## src/rtl/ile_pkg.sv

```systemverilog
package ile_pkg;

	// Register bus geometry
	localparam int          ADDR_W      = 12;
	localparam int          DATA_W      = 8;
	localparam int          ID_W        = 5;
	localparam int          VEC_W       = 16;
	localparam int          LVL_W       = 2;

	// Source numbering: latch 3 is the watchdog, 4 to 27 are maskable
	localparam int          SRC_WDT     = 3;
	localparam int          SRC_LO      = 4;
	localparam int          SRC_HI      = 27;

	// Enable register set offsets
	localparam logic [11:0] OFF_EN_LOW  = 12'h03a;
	localparam logic [11:0] OFF_EN_HIGH = 12'h03b;
	localparam logic [11:0] OFF_EN_EXT  = 12'h03c;
	localparam logic [11:0] OFF_EN_TOP  = 12'h03d;

	// Pending latch register offsets
	localparam logic [11:0] OFF_PL0     = 12'hfe0;
	localparam logic [11:0] OFF_PL1     = 12'hfe1;
	localparam logic [11:0] OFF_PL2     = 12'hfe2;
	localparam logic [11:0] OFF_PL3     = 12'hfe3;

	// Field positions
	localparam int          IMF_BIT     = 0;

	// Values after reset
	localparam logic [27:3] PL_RST      = 25'h0000000;
	localparam logic [27:4] EN_RST      = 24'h000000;
	localparam logic        IMF_RST     = 1'b0;
	localparam logic [7:0]  RDATA_RST   = 8'h00;

	// Identity codes for the latchless software and undefined-opcode sources and the watchdog latch
	localparam logic [4:0]  ID_SW       = 5'h01;
	localparam logic [4:0]  ID_UNDEF    = 5'h02;
	localparam logic [4:0]  ID_WDT      = 5'h03;

	// Vector addresses: latch n sits at VEC_WDT - 2*(n-3)
	localparam logic [15:0] VEC_SW      = 16'hfffc;
	localparam logic [15:0] VEC_WDT     = 16'hfff8;

	// Programmed priority level per maskable source
	typedef logic [27:4][1:0] ile_levels_t;

	// Request presented to the core
	typedef struct packed {
		logic        valid;
		logic        nmi;
		logic [4:0]  src;
		logic [15:0] vector;
	} ile_pres_s;

	localparam ile_pres_s PRES_RST = '{valid: 1'b0, nmi: 1'b0, src: 5'h00, vector: 16'h0000};

endpackage : ile_pkg

```

## src/rtl/ile_unit.sv

```systemverilog
`timescale 1ns/1ps
module ile_unit
(
	input  wire logic                 sys_clk_in,       // System clock, 125 MHz
	input  wire logic                 rst_in,           // Synchronous reset, active high
	input  wire logic [11:0]          sfr_addr_in,      // Special-function register address
	input  wire logic                 sfr_wr_in,        // Write strobe, one cycle
	input  wire logic                 sfr_rd_in,        // Read strobe, one cycle
	input  wire logic [7:0]           sfr_wdata_in,     // Write data
	output logic      [7:0]           sfr_rdata_out,    // Read data, one cycle after strobe
	input  wire logic [27:3]          src_req_in,       // Source request pulses, same clock
	input  wire logic                 software_irq_in,  // Software interrupt instruction
	input  wire logic                 undef_irq_in,     // Undefined opcode detected
	input  ile_pkg::ile_levels_t      level_in,         // Programmed level per source
	input  wire logic                 ei_in,            // Enable instruction pulse
	input  wire logic                 di_in,            // Disable instruction pulse
	input  wire logic                 return_from_irq_instr_in,          // Return restores master enable
	input  wire logic                 return_from_irq_instr_imf_in,      // Stacked master enable value
	input  wire logic                 cpu_ack_in,       // Core accepts presented request
	output logic                      irq_req_out,      // Request presented to core
	output logic                      irq_nmi_out,      // Presented request is non-maskable
	output logic      [4:0]           irq_src_out,      // Identity of presented source
	output logic      [15:0]          irq_vector_out,   // Vector of presented source
	output logic                      imf_stack_out,    // Master enable captured at acceptance
	output logic                      imf_out           // Current master enable
);

	// Pending latches, one per latched source
	logic [27:3]        pend_q;
	logic [27:3]        pend_d;

	// Source enable flags
	logic [27:4]        en_q;
	logic [27:4]        en_d;

	// Master enable and the copy taken at acceptance
	logic               imf_q;
	logic               imf_d;
	logic               stack_q;
	logic               stack_d;

	// Read data as last captured
	logic [7:0]         rdata_q;
	logic [7:0]         rdata_d;

	// Request shown to the core
	ile_pkg::ile_pres_s pres_q;
	ile_pkg::ile_pres_s pres_d;

	// Core takes the presented request this cycle
	logic               accept;

	// An ack with nothing presented is ignored
	assign accept = cpu_ack_in && pres_q.valid;

	// Latched sources only; software and undefined ids have no latch
	function automatic logic has_latch(
		input logic [4:0] src
	);
		return (int'(src) >= ile_pkg::SRC_WDT) && (int'(src) <= ile_pkg::SRC_HI);
	endfunction : has_latch

	// Write strobe aimed at one register of the map
	function automatic logic wr_at(
		input logic        wr,
		input logic [11:0] addr,
		input logic [11:0] off
	);
		return wr && (addr == off);
	endfunction : wr_at

	// Vector of a latched source
	// Vectors step down two bytes per latch from the watchdog's
	function automatic logic [15:0] vec_of(input int idx);
		logic [15:0] off;
		off = 16'((idx - ile_pkg::SRC_WDT) * 2);
		return ile_pkg::VEC_WDT - off;
	endfunction : vec_of

	// Read view of the four byte registers of either set
	// Unmapped addresses read as zero
	function automatic logic [7:0] rd_view(
		input logic [11:0] addr,
		input logic [27:3] pend,
		input logic [27:4] en,
		input logic        master_enable_flag
	);
		logic [7:0] v;
		v = 8'h00;
		unique case (addr)
			ile_pkg::OFF_EN_LOW:  v = {en[7:4], 3'b000, master_enable_flag};
			ile_pkg::OFF_EN_HIGH: v = en[15:8];
			ile_pkg::OFF_EN_EXT:  v = en[23:16];
			ile_pkg::OFF_EN_TOP:  v = {4'h0, en[27:24]};
			ile_pkg::OFF_PL0:     v = {pend[7:3], 3'b000};
			ile_pkg::OFF_PL1:     v = pend[15:8];
			ile_pkg::OFF_PL2:     v = pend[23:16];
			ile_pkg::OFF_PL3:     v = {4'h0, pend[27:24]};
			default:              v = 8'h00;
		endcase
		return v;
	endfunction : rd_view

	// Latches a software write may clear; zero bits clear, one bits keep
	// Latch 3 is left out, so only acceptance ends a watchdog request
	function automatic logic [27:3] clr_mask(
		input logic [11:0] addr,
		input logic [7:0]  data
	);
		logic [27:3] m;
		m = '0;
		unique case (addr)
			ile_pkg::OFF_PL0: m[7:4]   = ~data[7:4];
			ile_pkg::OFF_PL1: m[15:8]  = ~data;
			ile_pkg::OFF_PL2: m[23:16] = ~data;
			ile_pkg::OFF_PL3: m[27:24] = ~data[3:0];
			default:          m        = '0;
		endcase
		return m;
	endfunction : clr_mask

	// Pending latches: ack clear, software clear, hardware set last so it wins
	// Plain writes only: a read-modify-write would wipe requests seen meanwhile
	always_comb
	begin
		pend_d = pend_q;
		// Acceptance clears only the latch it came from
		if (accept && has_latch(pres_q.src))
		begin
			pend_d[pres_q.src] = 1'b0;
		end
		if (sfr_wr_in)
		begin
			pend_d = pend_d & ~clr_mask(sfr_addr_in, sfr_wdata_in);
		end
		// Only hardware ever sets; a write of 1 is a no-op
		pend_d = pend_d | src_req_in;
	end

	// Source enable flags, plain read/write store
	// Enables take plain whole-field writes of ones and zeros, unlike the clear-only latches
	always_comb
	begin
		en_d = en_q;
		if (sfr_wr_in)
		begin
			unique case (sfr_addr_in)
				ile_pkg::OFF_EN_LOW:  en_d[7:4]   = sfr_wdata_in[7:4];
				ile_pkg::OFF_EN_HIGH: en_d[15:8]  = sfr_wdata_in;
				ile_pkg::OFF_EN_EXT:  en_d[23:16] = sfr_wdata_in;
				ile_pkg::OFF_EN_TOP:  en_d[27:24] = sfr_wdata_in[3:0];
				default:              en_d        = en_q;
			endcase
		end
	end

	// Master enable: acceptance outranks return, instructions and writes
	// Later assignments win, so the order below is the priority order
	always_comb
	begin
		imf_d   = imf_q;
		stack_d = stack_q;
		// Register write is the weakest source
		if (wr_at(sfr_wr_in, sfr_addr_in, ile_pkg::OFF_EN_LOW))
		begin
			imf_d = sfr_wdata_in[ile_pkg::IMF_BIT];
		end
		// Enable instruction
		if (ei_in)
		begin
			imf_d = 1'b1;
		end
		// Disable instruction beats a same-cycle enable
		if (di_in)
		begin
			imf_d = 1'b0;
		end
		// Return restores the value stacked at acceptance
		if (return_from_irq_instr_in)
		begin
			imf_d = return_from_irq_instr_imf_in;
		end
		// Acceptance stacks the old value and masks further requests
		if (accept)
		begin
			stack_d = imf_q;
			imf_d   = 1'b0;
		end
	end

	// Selection from next-state values so a just-accepted latched source is never shown twice
	// Costs a longer path from the strobes to the request flops
	always_comb
	begin
		logic       found;
		logic [1:0] best_lvl;
		found    = 1'b0;
		best_lvl = 2'b00;
		pres_d   = ile_pkg::PRES_RST;
		// Non-maskable first, regardless of enables
		if (pend_d[ile_pkg::SRC_WDT])
		begin
			pres_d = '{valid: 1'b1, nmi: 1'b1, src: ile_pkg::ID_WDT,
			           vector: ile_pkg::VEC_WDT};
		end
		// Latchless requests are levels held by the core
		else if (software_irq_in || undef_irq_in)
		begin
			pres_d.valid  = 1'b1;
			pres_d.nmi    = 1'b1;
			pres_d.src    = software_irq_in ? ile_pkg::ID_SW : ile_pkg::ID_UNDEF;
			pres_d.vector = ile_pkg::VEC_SW;
		end
		// Maskable ones only while the master enable is set
		else if (imf_d)
		begin
			// Scan from lowest basic priority; higher level or equal wins upward
			for (int i = ile_pkg::SRC_HI; i >= ile_pkg::SRC_LO; i--)
			begin
				if (pend_d[i] && en_d[i] &&
				    (!found || (level_in[i] >= best_lvl)))
				begin
					found         = 1'b1;
					best_lvl      = level_in[i];
					pres_d.valid  = 1'b1;
					pres_d.nmi    = 1'b0;
					pres_d.src    = 5'(i);
					pres_d.vector = vec_of(i);
				end
			end
		end
	end

	// Read data held until the next read strobe
	// Reads see the state before any same-cycle write
	always_comb
	begin
		rdata_d = rdata_q;
		if (sfr_rd_in)
		begin
			rdata_d = rd_view(sfr_addr_in, pend_q, en_q, imf_q);
		end
	end

	// Pending latches register
	always_ff @(posedge sys_clk_in)
	begin
		if (rst_in)
		begin
			pend_q <= ile_pkg::PL_RST;
		end
		else
		begin
			pend_q <= pend_d;
		end
	end

	// Source enable flags register
	always_ff @(posedge sys_clk_in)
	begin
		if (rst_in)
		begin
			en_q <= ile_pkg::EN_RST;
		end
		else
		begin
			en_q <= en_d;
		end
	end

	// Master enable and stacked copy register
	always_ff @(posedge sys_clk_in)
	begin
		if (rst_in)
		begin
			imf_q   <= ile_pkg::IMF_RST;
			stack_q <= ile_pkg::IMF_RST;
		end
		else
		begin
			imf_q   <= imf_d;
			stack_q <= stack_d;
		end
	end

	// Read data register
	always_ff @(posedge sys_clk_in)
	begin
		if (rst_in)
		begin
			rdata_q <= ile_pkg::RDATA_RST;
		end
		else
		begin
			rdata_q <= rdata_d;
		end
	end

	// Presented request register; nothing shows during reset
	always_ff @(posedge sys_clk_in)
	begin
		if (rst_in)
		begin
			pres_q <= ile_pkg::PRES_RST;
		end
		else
		begin
			pres_q <= pres_d;
		end
	end

	// Register bus output straight from its flip-flops
	assign sfr_rdata_out  = rdata_q;

	// Presented request, all fields from one register
	assign irq_req_out    = pres_q.valid;
	assign irq_nmi_out    = pres_q.nmi;
	assign irq_src_out    = pres_q.src;
	assign irq_vector_out = pres_q.vector;

	// Master enable and its stacked copy
	assign imf_stack_out  = stack_q;
	assign imf_out        = imf_q;

endmodule : ile_unit

```

## config.mk

```make
export PLATFORM = sky130hd
export DESIGN_NAME = ile_unit
export DESIGN_NICKNAME = d
export VERILOG_FILES = /design/src/rtl/ile_pkg.sv /design/src/rtl/ile_unit.sv
export SDC_FILE = /design/constraint.sdc
export NUM_CORES = 1
export LEC_CHECK = 0
export BUFFER_PORTS_ARGS = -buffer_cell sky130_fd_sc_hd__buf_2
export CAP_MARGIN = 20
export CORE_MARGIN = 2
export CORE_UTILIZATION = 56
export DETAILED_ROUTE_END_ITERATION = 16
export HOLD_SLACK_MARGIN = 0.12
export PLACE_DENSITY = 0.82
export SLEW_MARGIN = 40
export SYNTH_ARGS = -nofsm -noshare
export SYNTH_HDL_FRONTEND = slang
export SYNTH_SLANG_ARGS = --single-unit
export TNS_END_PERCENT = 20
```

## constraint.sdc

```tcl
create_clock -name sys_clk_in -period 44.3 [get_ports sys_clk_in]
set_clock_uncertainty 0.2 [all_clocks]
set_input_delay 4.43 -clock sys_clk_in [delete_from_list [all_inputs] [get_ports sys_clk_in]]
set_output_delay 4.43 -clock sys_clk_in [all_outputs]
set_load 0.02 [all_outputs]
```

==> impl_results.html <==
<table>
<tr><th>Metric</th><th>Value</th></tr>
<tr><th colspan="2">STA</th></tr>
<tr><td>Least setup slack across all paths after layout</td><td>6.11 ns</td></tr>
<tr><td>Worst slew margin relative to its limit</td><td>0.480</td></tr>
<tr><td>Final critical-path required period</td><td>38.19 ns</td></tr>
<tr><td>Pin slew with the least headroom to its limit</td><td>slightly below 0.8 ns</td></tr>
<tr><td>Final TNS setup</td><td>0 ns</td></tr>
<tr><td>Period utilisation layout</td><td>0.862</td></tr>
<tr><td>Setup violators final</td><td>0</td></tr>
<tr><td>Max-slew violations</td><td>0</td></tr>
<tr><td>Maximum clock rate</td><td>between 20 and 30 MHz</td></tr>
<tr><td>Unrepaired setup endpoints after global routing</td><td>no</td></tr>
<tr><td>Number of endpoints with negative hold slack in the final report</td><td>0</td></tr>
<tr><th colspan="2">Finish</th></tr>
<tr><td>Synth-to-layout area growth</td><td>14.3%</td></tr>
<tr><td>Post-layout instance area</td><td>7180 um2</td></tr>
<tr><td>Fraction of final layout cells with drive strength greater than 1</td><td>0.215</td></tr>
<tr><td>Layout Nets</td><td>1,091</td></tr>
<tr><td>Diode insertion count for antenna repair</td><td>0</td></tr>
<tr><th colspan="2">Synthesis</th></tr>
<tr><td>Most instantiated flip-flop cell in the synthesis netlist</td><td>dfxtp_1</td></tr>
<tr><td>Total nets after synthesis</td><td>about 980</td></tr>
<tr><td>Proportion of synthesized chip area in sequential cells</td><td>0.226</td></tr>
<tr><td>Count of yosys warnings during synthesis</td><td>0</td></tr>
<tr><td>Post-synthesis instance area</td><td>~6300 um2</td></tr>
<tr><td>Asr flop ratio synth</td><td>0</td></tr>
<tr><td>Synth cell types</td><td>85</td></tr>
<tr><td>Post-Synthesis Cells</td><td>between 800 and 900</td></tr>
<tr><td>Number of enable-type register cells in the synthesized netlist</td><td>0</td></tr>
<tr><td>Synthesized flop and latch total</td><td>71</td></tr>
<tr><td>Syn_area_per_cell</td><td>between 7 and 8 um2</td></tr>
<tr><th colspan="2">Power and ir drop</th></tr>
<tr><td>Internal power summed over all cells</td><td>about 0.097 mW</td></tr>
<tr><td>Leak Pwr</td><td>between 3 and 4 nW</td></tr>
<tr><td>Seq pwr share</td><td>0.476</td></tr>
<tr><td>P_sw</td><td>between 0.04 and 0.05 mW</td></tr>
<tr><td>Peak ir drop on the vdd network</td><td>approximately 0.017 mV</td></tr>
<tr><td>Switch share</td><td>0.319</td></tr>
<tr><td>Clock network power share</td><td>0.358</td></tr>
<tr><td>Part of the total power dissipated in combinational logic</td><td>0.166</td></tr>
<tr><td>Total power density per cell area</td><td>19.9 nW/um2</td></tr>
<tr><td>Sum of internal, switching and leakage power</td><td>approximately 0.14 mW</td></tr>
<tr><th colspan="2">Detailed routing</th></tr>
<tr><td>Routed wire length</td><td>a little under 20 mm</td></tr>
<tr><td>Number of design-rule violations left by the first detailed-router iteration</td><td>a little under 600</td></tr>
<tr><td>1st-pass router iterations</td><td>5</td></tr>
<tr><td>Residual antenna-violating net count after detailed routing</td><td>0</td></tr>
<tr><td>Average via count per standard cell</td><td>about 6.4</td></tr>
<tr><td>Detail-routed net length per standard cell</td><td>between 15 and 20 um</td></tr>
<tr><td>DRC</td><td>0</td></tr>
<tr><td>Via count</td><td>about 7,000</td></tr>
<tr><th colspan="2">CTS</th></tr>
<tr><td>Clk slew on worst S/H paths</td><td>approximately 0.1 ns</td></tr>
<tr><td>Clock net sink count</td><td>71</td></tr>
<tr><td>Clock root buffer</td><td>clkbuf_8</td></tr>
<tr><td>Number of CTS-inserted buffers</td><td>9</td></tr>
<tr><td>Max clock buf depth</td><td>2</td></tr>
<tr><td>Clock tree from TritonCTS</td><td>built</td></tr>
<tr><td>Number of buffers inserted by post-CTS setup repair</td><td>0</td></tr>
<tr><td>Hold buffer count at cts</td><td>0</td></tr>
<tr><td>Worst-Skew Late Latency</td><td>0.37 ns</td></tr>
<tr><td>H-tree depth</td><td>3</td></tr>
<tr><td>PostCTS Resize Cnt</td><td>0</td></tr>
<tr><th colspan="2">Global route</th></tr>
<tr><td>Residual overflow from global routing</td><td>0</td></tr>
<tr><td>Global-route wire length before repair</td><td>a little over 30 mm</td></tr>
<tr><td>Overall global routing resource usage</td><td>0.321</td></tr>
<tr><td>Number of antenna violations at the first check in global routing</td><td>0</td></tr>
<tr><td>Largest net degree at the start of global routing</td><td>64</td></tr>
<tr><td>Via count of the first global-routing pass</td><td>~6,300</td></tr>
<tr><th colspan="2">Hold path</th></tr>
<tr><td>Worst min-delay path class</td><td>reg2reg</td></tr>
<tr><td>Hold Path Cell Cnt</td><td>2</td></tr>
<tr><th colspan="2">Floorplanning</th></tr>
<tr><td>Total die area</td><td>between 10,000 and 15,000 um2</td></tr>
<tr><td>Starting density of the core</td><td>0.577</td></tr>
<tr><td>Placeable Area</td><td>10,900 um2</td></tr>
<tr><td>Floorplan die width</td><td>about 110 um</td></tr>
<tr><td>Std-Cell Rows</td><td>38</td></tr>
<tr><td>Die height</td><td>approximately 110 um</td></tr>
<tr><td>I/O pin cnt</td><td>137</td></tr>
<tr><th colspan="2">Worst setup path</th></tr>
<tr><td>CP max stage cell</td><td>or4_1</td></tr>
<tr><td>R2r worst-path depth</td><td>154</td></tr>
<tr><td>Startpoint type of the worst setup path</td><td>input pin</td></tr>
<tr><td>Cell family with most CP delay</td><td>compound AO/OA/AOI/OAI gates</td></tr>
<tr><td>Type of the worst setup path</td><td>in2reg</td></tr>
<tr><td>Most frequent CP cell</td><td>ha_1</td></tr>
<tr><td>Maximum fanout along the worst path</td><td>8</td></tr>
<tr><td>Number of logic stages on the critical path including buffering</td><td>between 150 and 200</td></tr>
<tr><td>Worst Path Arrival</td><td>approximately 38 ns</td></tr>
<tr><td>CP Buf/Inv Count</td><td>4</td></tr>
<tr><td>Crit path capture type</td><td>register</td></tr>
<tr><td>Largest stage delay on the critical path</td><td>around 0.72 ns</td></tr>
<tr><td>Required time of the critical path</td><td>about 44 ns</td></tr>
<tr><th colspan="2">Placement</th></tr>
<tr><td>Placed wire-length estimate</td><td>around 15 mm</td></tr>
<tr><td>Worst slack at placement</td><td>just over 6 ns</td></tr>
<tr><td>Final GP Congestion</td><td>just under 1</td></tr>
<tr><td>Number of input and output port buffers inserted</td><td>~140</td></tr>
<tr><td>Total placed instance area</td><td>~7000 um2</td></tr>
<tr><th colspan="2">Status</th></tr>
<tr><td>Run status</td><td>completed</td></tr>
<tr><th colspan="2">Flow run</th></tr>
<tr><td>Count of max-cap constraint violations</td><td>0</td></tr>
</table>
synth_stat cells (6+ instances only):
master	count	area [um2]
or3_1	8	50.1
nor2b_1	20	125
o221ai_1	13	114
mux2_2	10	113
nand3b_1	6	45.0
nand2b_1	38	238
buf_4	13	97.6
inv_1	60	225
nor2_1	96	360
a22oi_1	7	52.6
or4_1	8	60.1
clkbuf_1	21	78.8
o21a_1	11	82.6
o31ai_1	8	60.1
a21oi_1	75	375
nand2_1	61	229
nor4_1	7	43.8
o21ai_0	51	255
o22ai_1	7	43.8
a211oi_1	6	45.0
nand3_1	20	100
a31oi_1	9	56.3
dfxtp_1	71	1420
a21o_1	10	75.1
ha_1	30	375
nand4_1	7	43.8
mux2i_1	27	270
or2_2	9	56.3
and2_1	6	37.5
o31a_1	13	114
nor3_1	11	55.1
cell families after synthesis:
logic type      share of synthesized area
compound gates                      0.300
fa+ha+maj                          0.0677
buf+inv                            0.0679
flops                               0.226
mux                                0.0775
other cells                      0.000597
simple gates                        0.260
cell type report:
type                       instances  area, um2
tap                              140        175
clock inverter                     7       63.8
inverter                          60        225
sequential                        71       1420
timing repair buffer             142        728
multi-input combinational        673       4440
fill                             978       3710
clock buffer                       9        124
metrics by stage:
stage | util | hold WS [ns] | instances
after CTS | 0.659 | 0.265 | 1102
after global routing | 0.659 | 0.292 | 1102
after global placement | 0.642 | 0.246 | 1086
after floorplan | - | 0.249 | 842
final | 0.659 | 0.263 | 1102
after detailed placement | 0.642 | 0.252 | 1086
state kept, by name, summed over array words and instances, names as in the netlist:
register        count
sfr_rdata_out       8
imf_stack_out       1
irq_src_out         5
irq_vector_out      6
en_q               24
imf_out             1
irq_nmi_out         1
pend_q             25
layer usage:
| metal | global-route usage | wire (um) | share of wire | vias to the layer above |
|---|---|---|---|---|
| li1 | - | - | - | 3325 |
| met1 | 0.407 | 7880 | 0.40 | 3248 |
| met2 | 0.535 | 9360 | 0.47 | 387 |
| met3 | 0.0486 | 1890 | 0.096 | 53 |
| met4 | 0.146 | 617 | 0.031 | 0 |
| met5 | 0 | 0 | 0 | - |
layout by cell type, fill, tap and decap left out, types with 8 or more instances in the layout:
cell type / Yosys / routed
dfxtp_1: 71 / 71
ha_1: 30 / 30
or4_1: 8 / 8
nor2_1: 96 / 96
o31a_1: 13 / 13
clkbuf_8: 0 / 9
nor2b_1: 20 / 20
o221ai_1: 13 / 13
o21ai_0: 51 / 51
mux2_2: 10 / 10
nand2_1: 61 / 61
nor3_1: 11 / 11
or3_1: 8 / 8
mux2i_1: 27 / 27
o21a_1: 11 / 11
a31oi_1: 9 / 9
a21o_1: 10 / 10
nand3_1: 20 / 20
o31ai_1: 8 / 8
nand2b_1: 38 / 38
a21oi_1: 75 / 75
buf_2: 2 / 135
inv_1: 60 / 60
or2_2: 9 / 9
tightest hold or removal path, delay by kind of cell (launching register included):
family | cells | cell delay (ns)
AO/OA/AOI/OAI | 1 | 0.06
flip-flops | 1 | 0.32
AND/OR/NAND/NOR | 1 | 0.05
power by group through the flow:
stage	registers, mW	clock network [mW]	logic (mW)
after floorplan	0.0691	0	0.0130
after global placement	0.0691	0	0.0228
after detailed placement	0.0692	0	0.0232
after CTS	0.0678	0.0503	0.0233
after global routing	0.0679	0.0532	0.0259
final	0.0679	0.0510	0.0237
worst paths after layout:
path | from | endpoint | slack (ns)
max | sfr_addr_in[9] | irq_vector_out[5] | 6.11
min | imf_stack_out | imf_stack_out | 0.26
max reg2reg | irq_vector_out[14] | irq_vector_out[5] | 10.33
min reg2reg | imf_stack_out | imf_stack_out | 0.26
(Power assumes the default switching activity.)
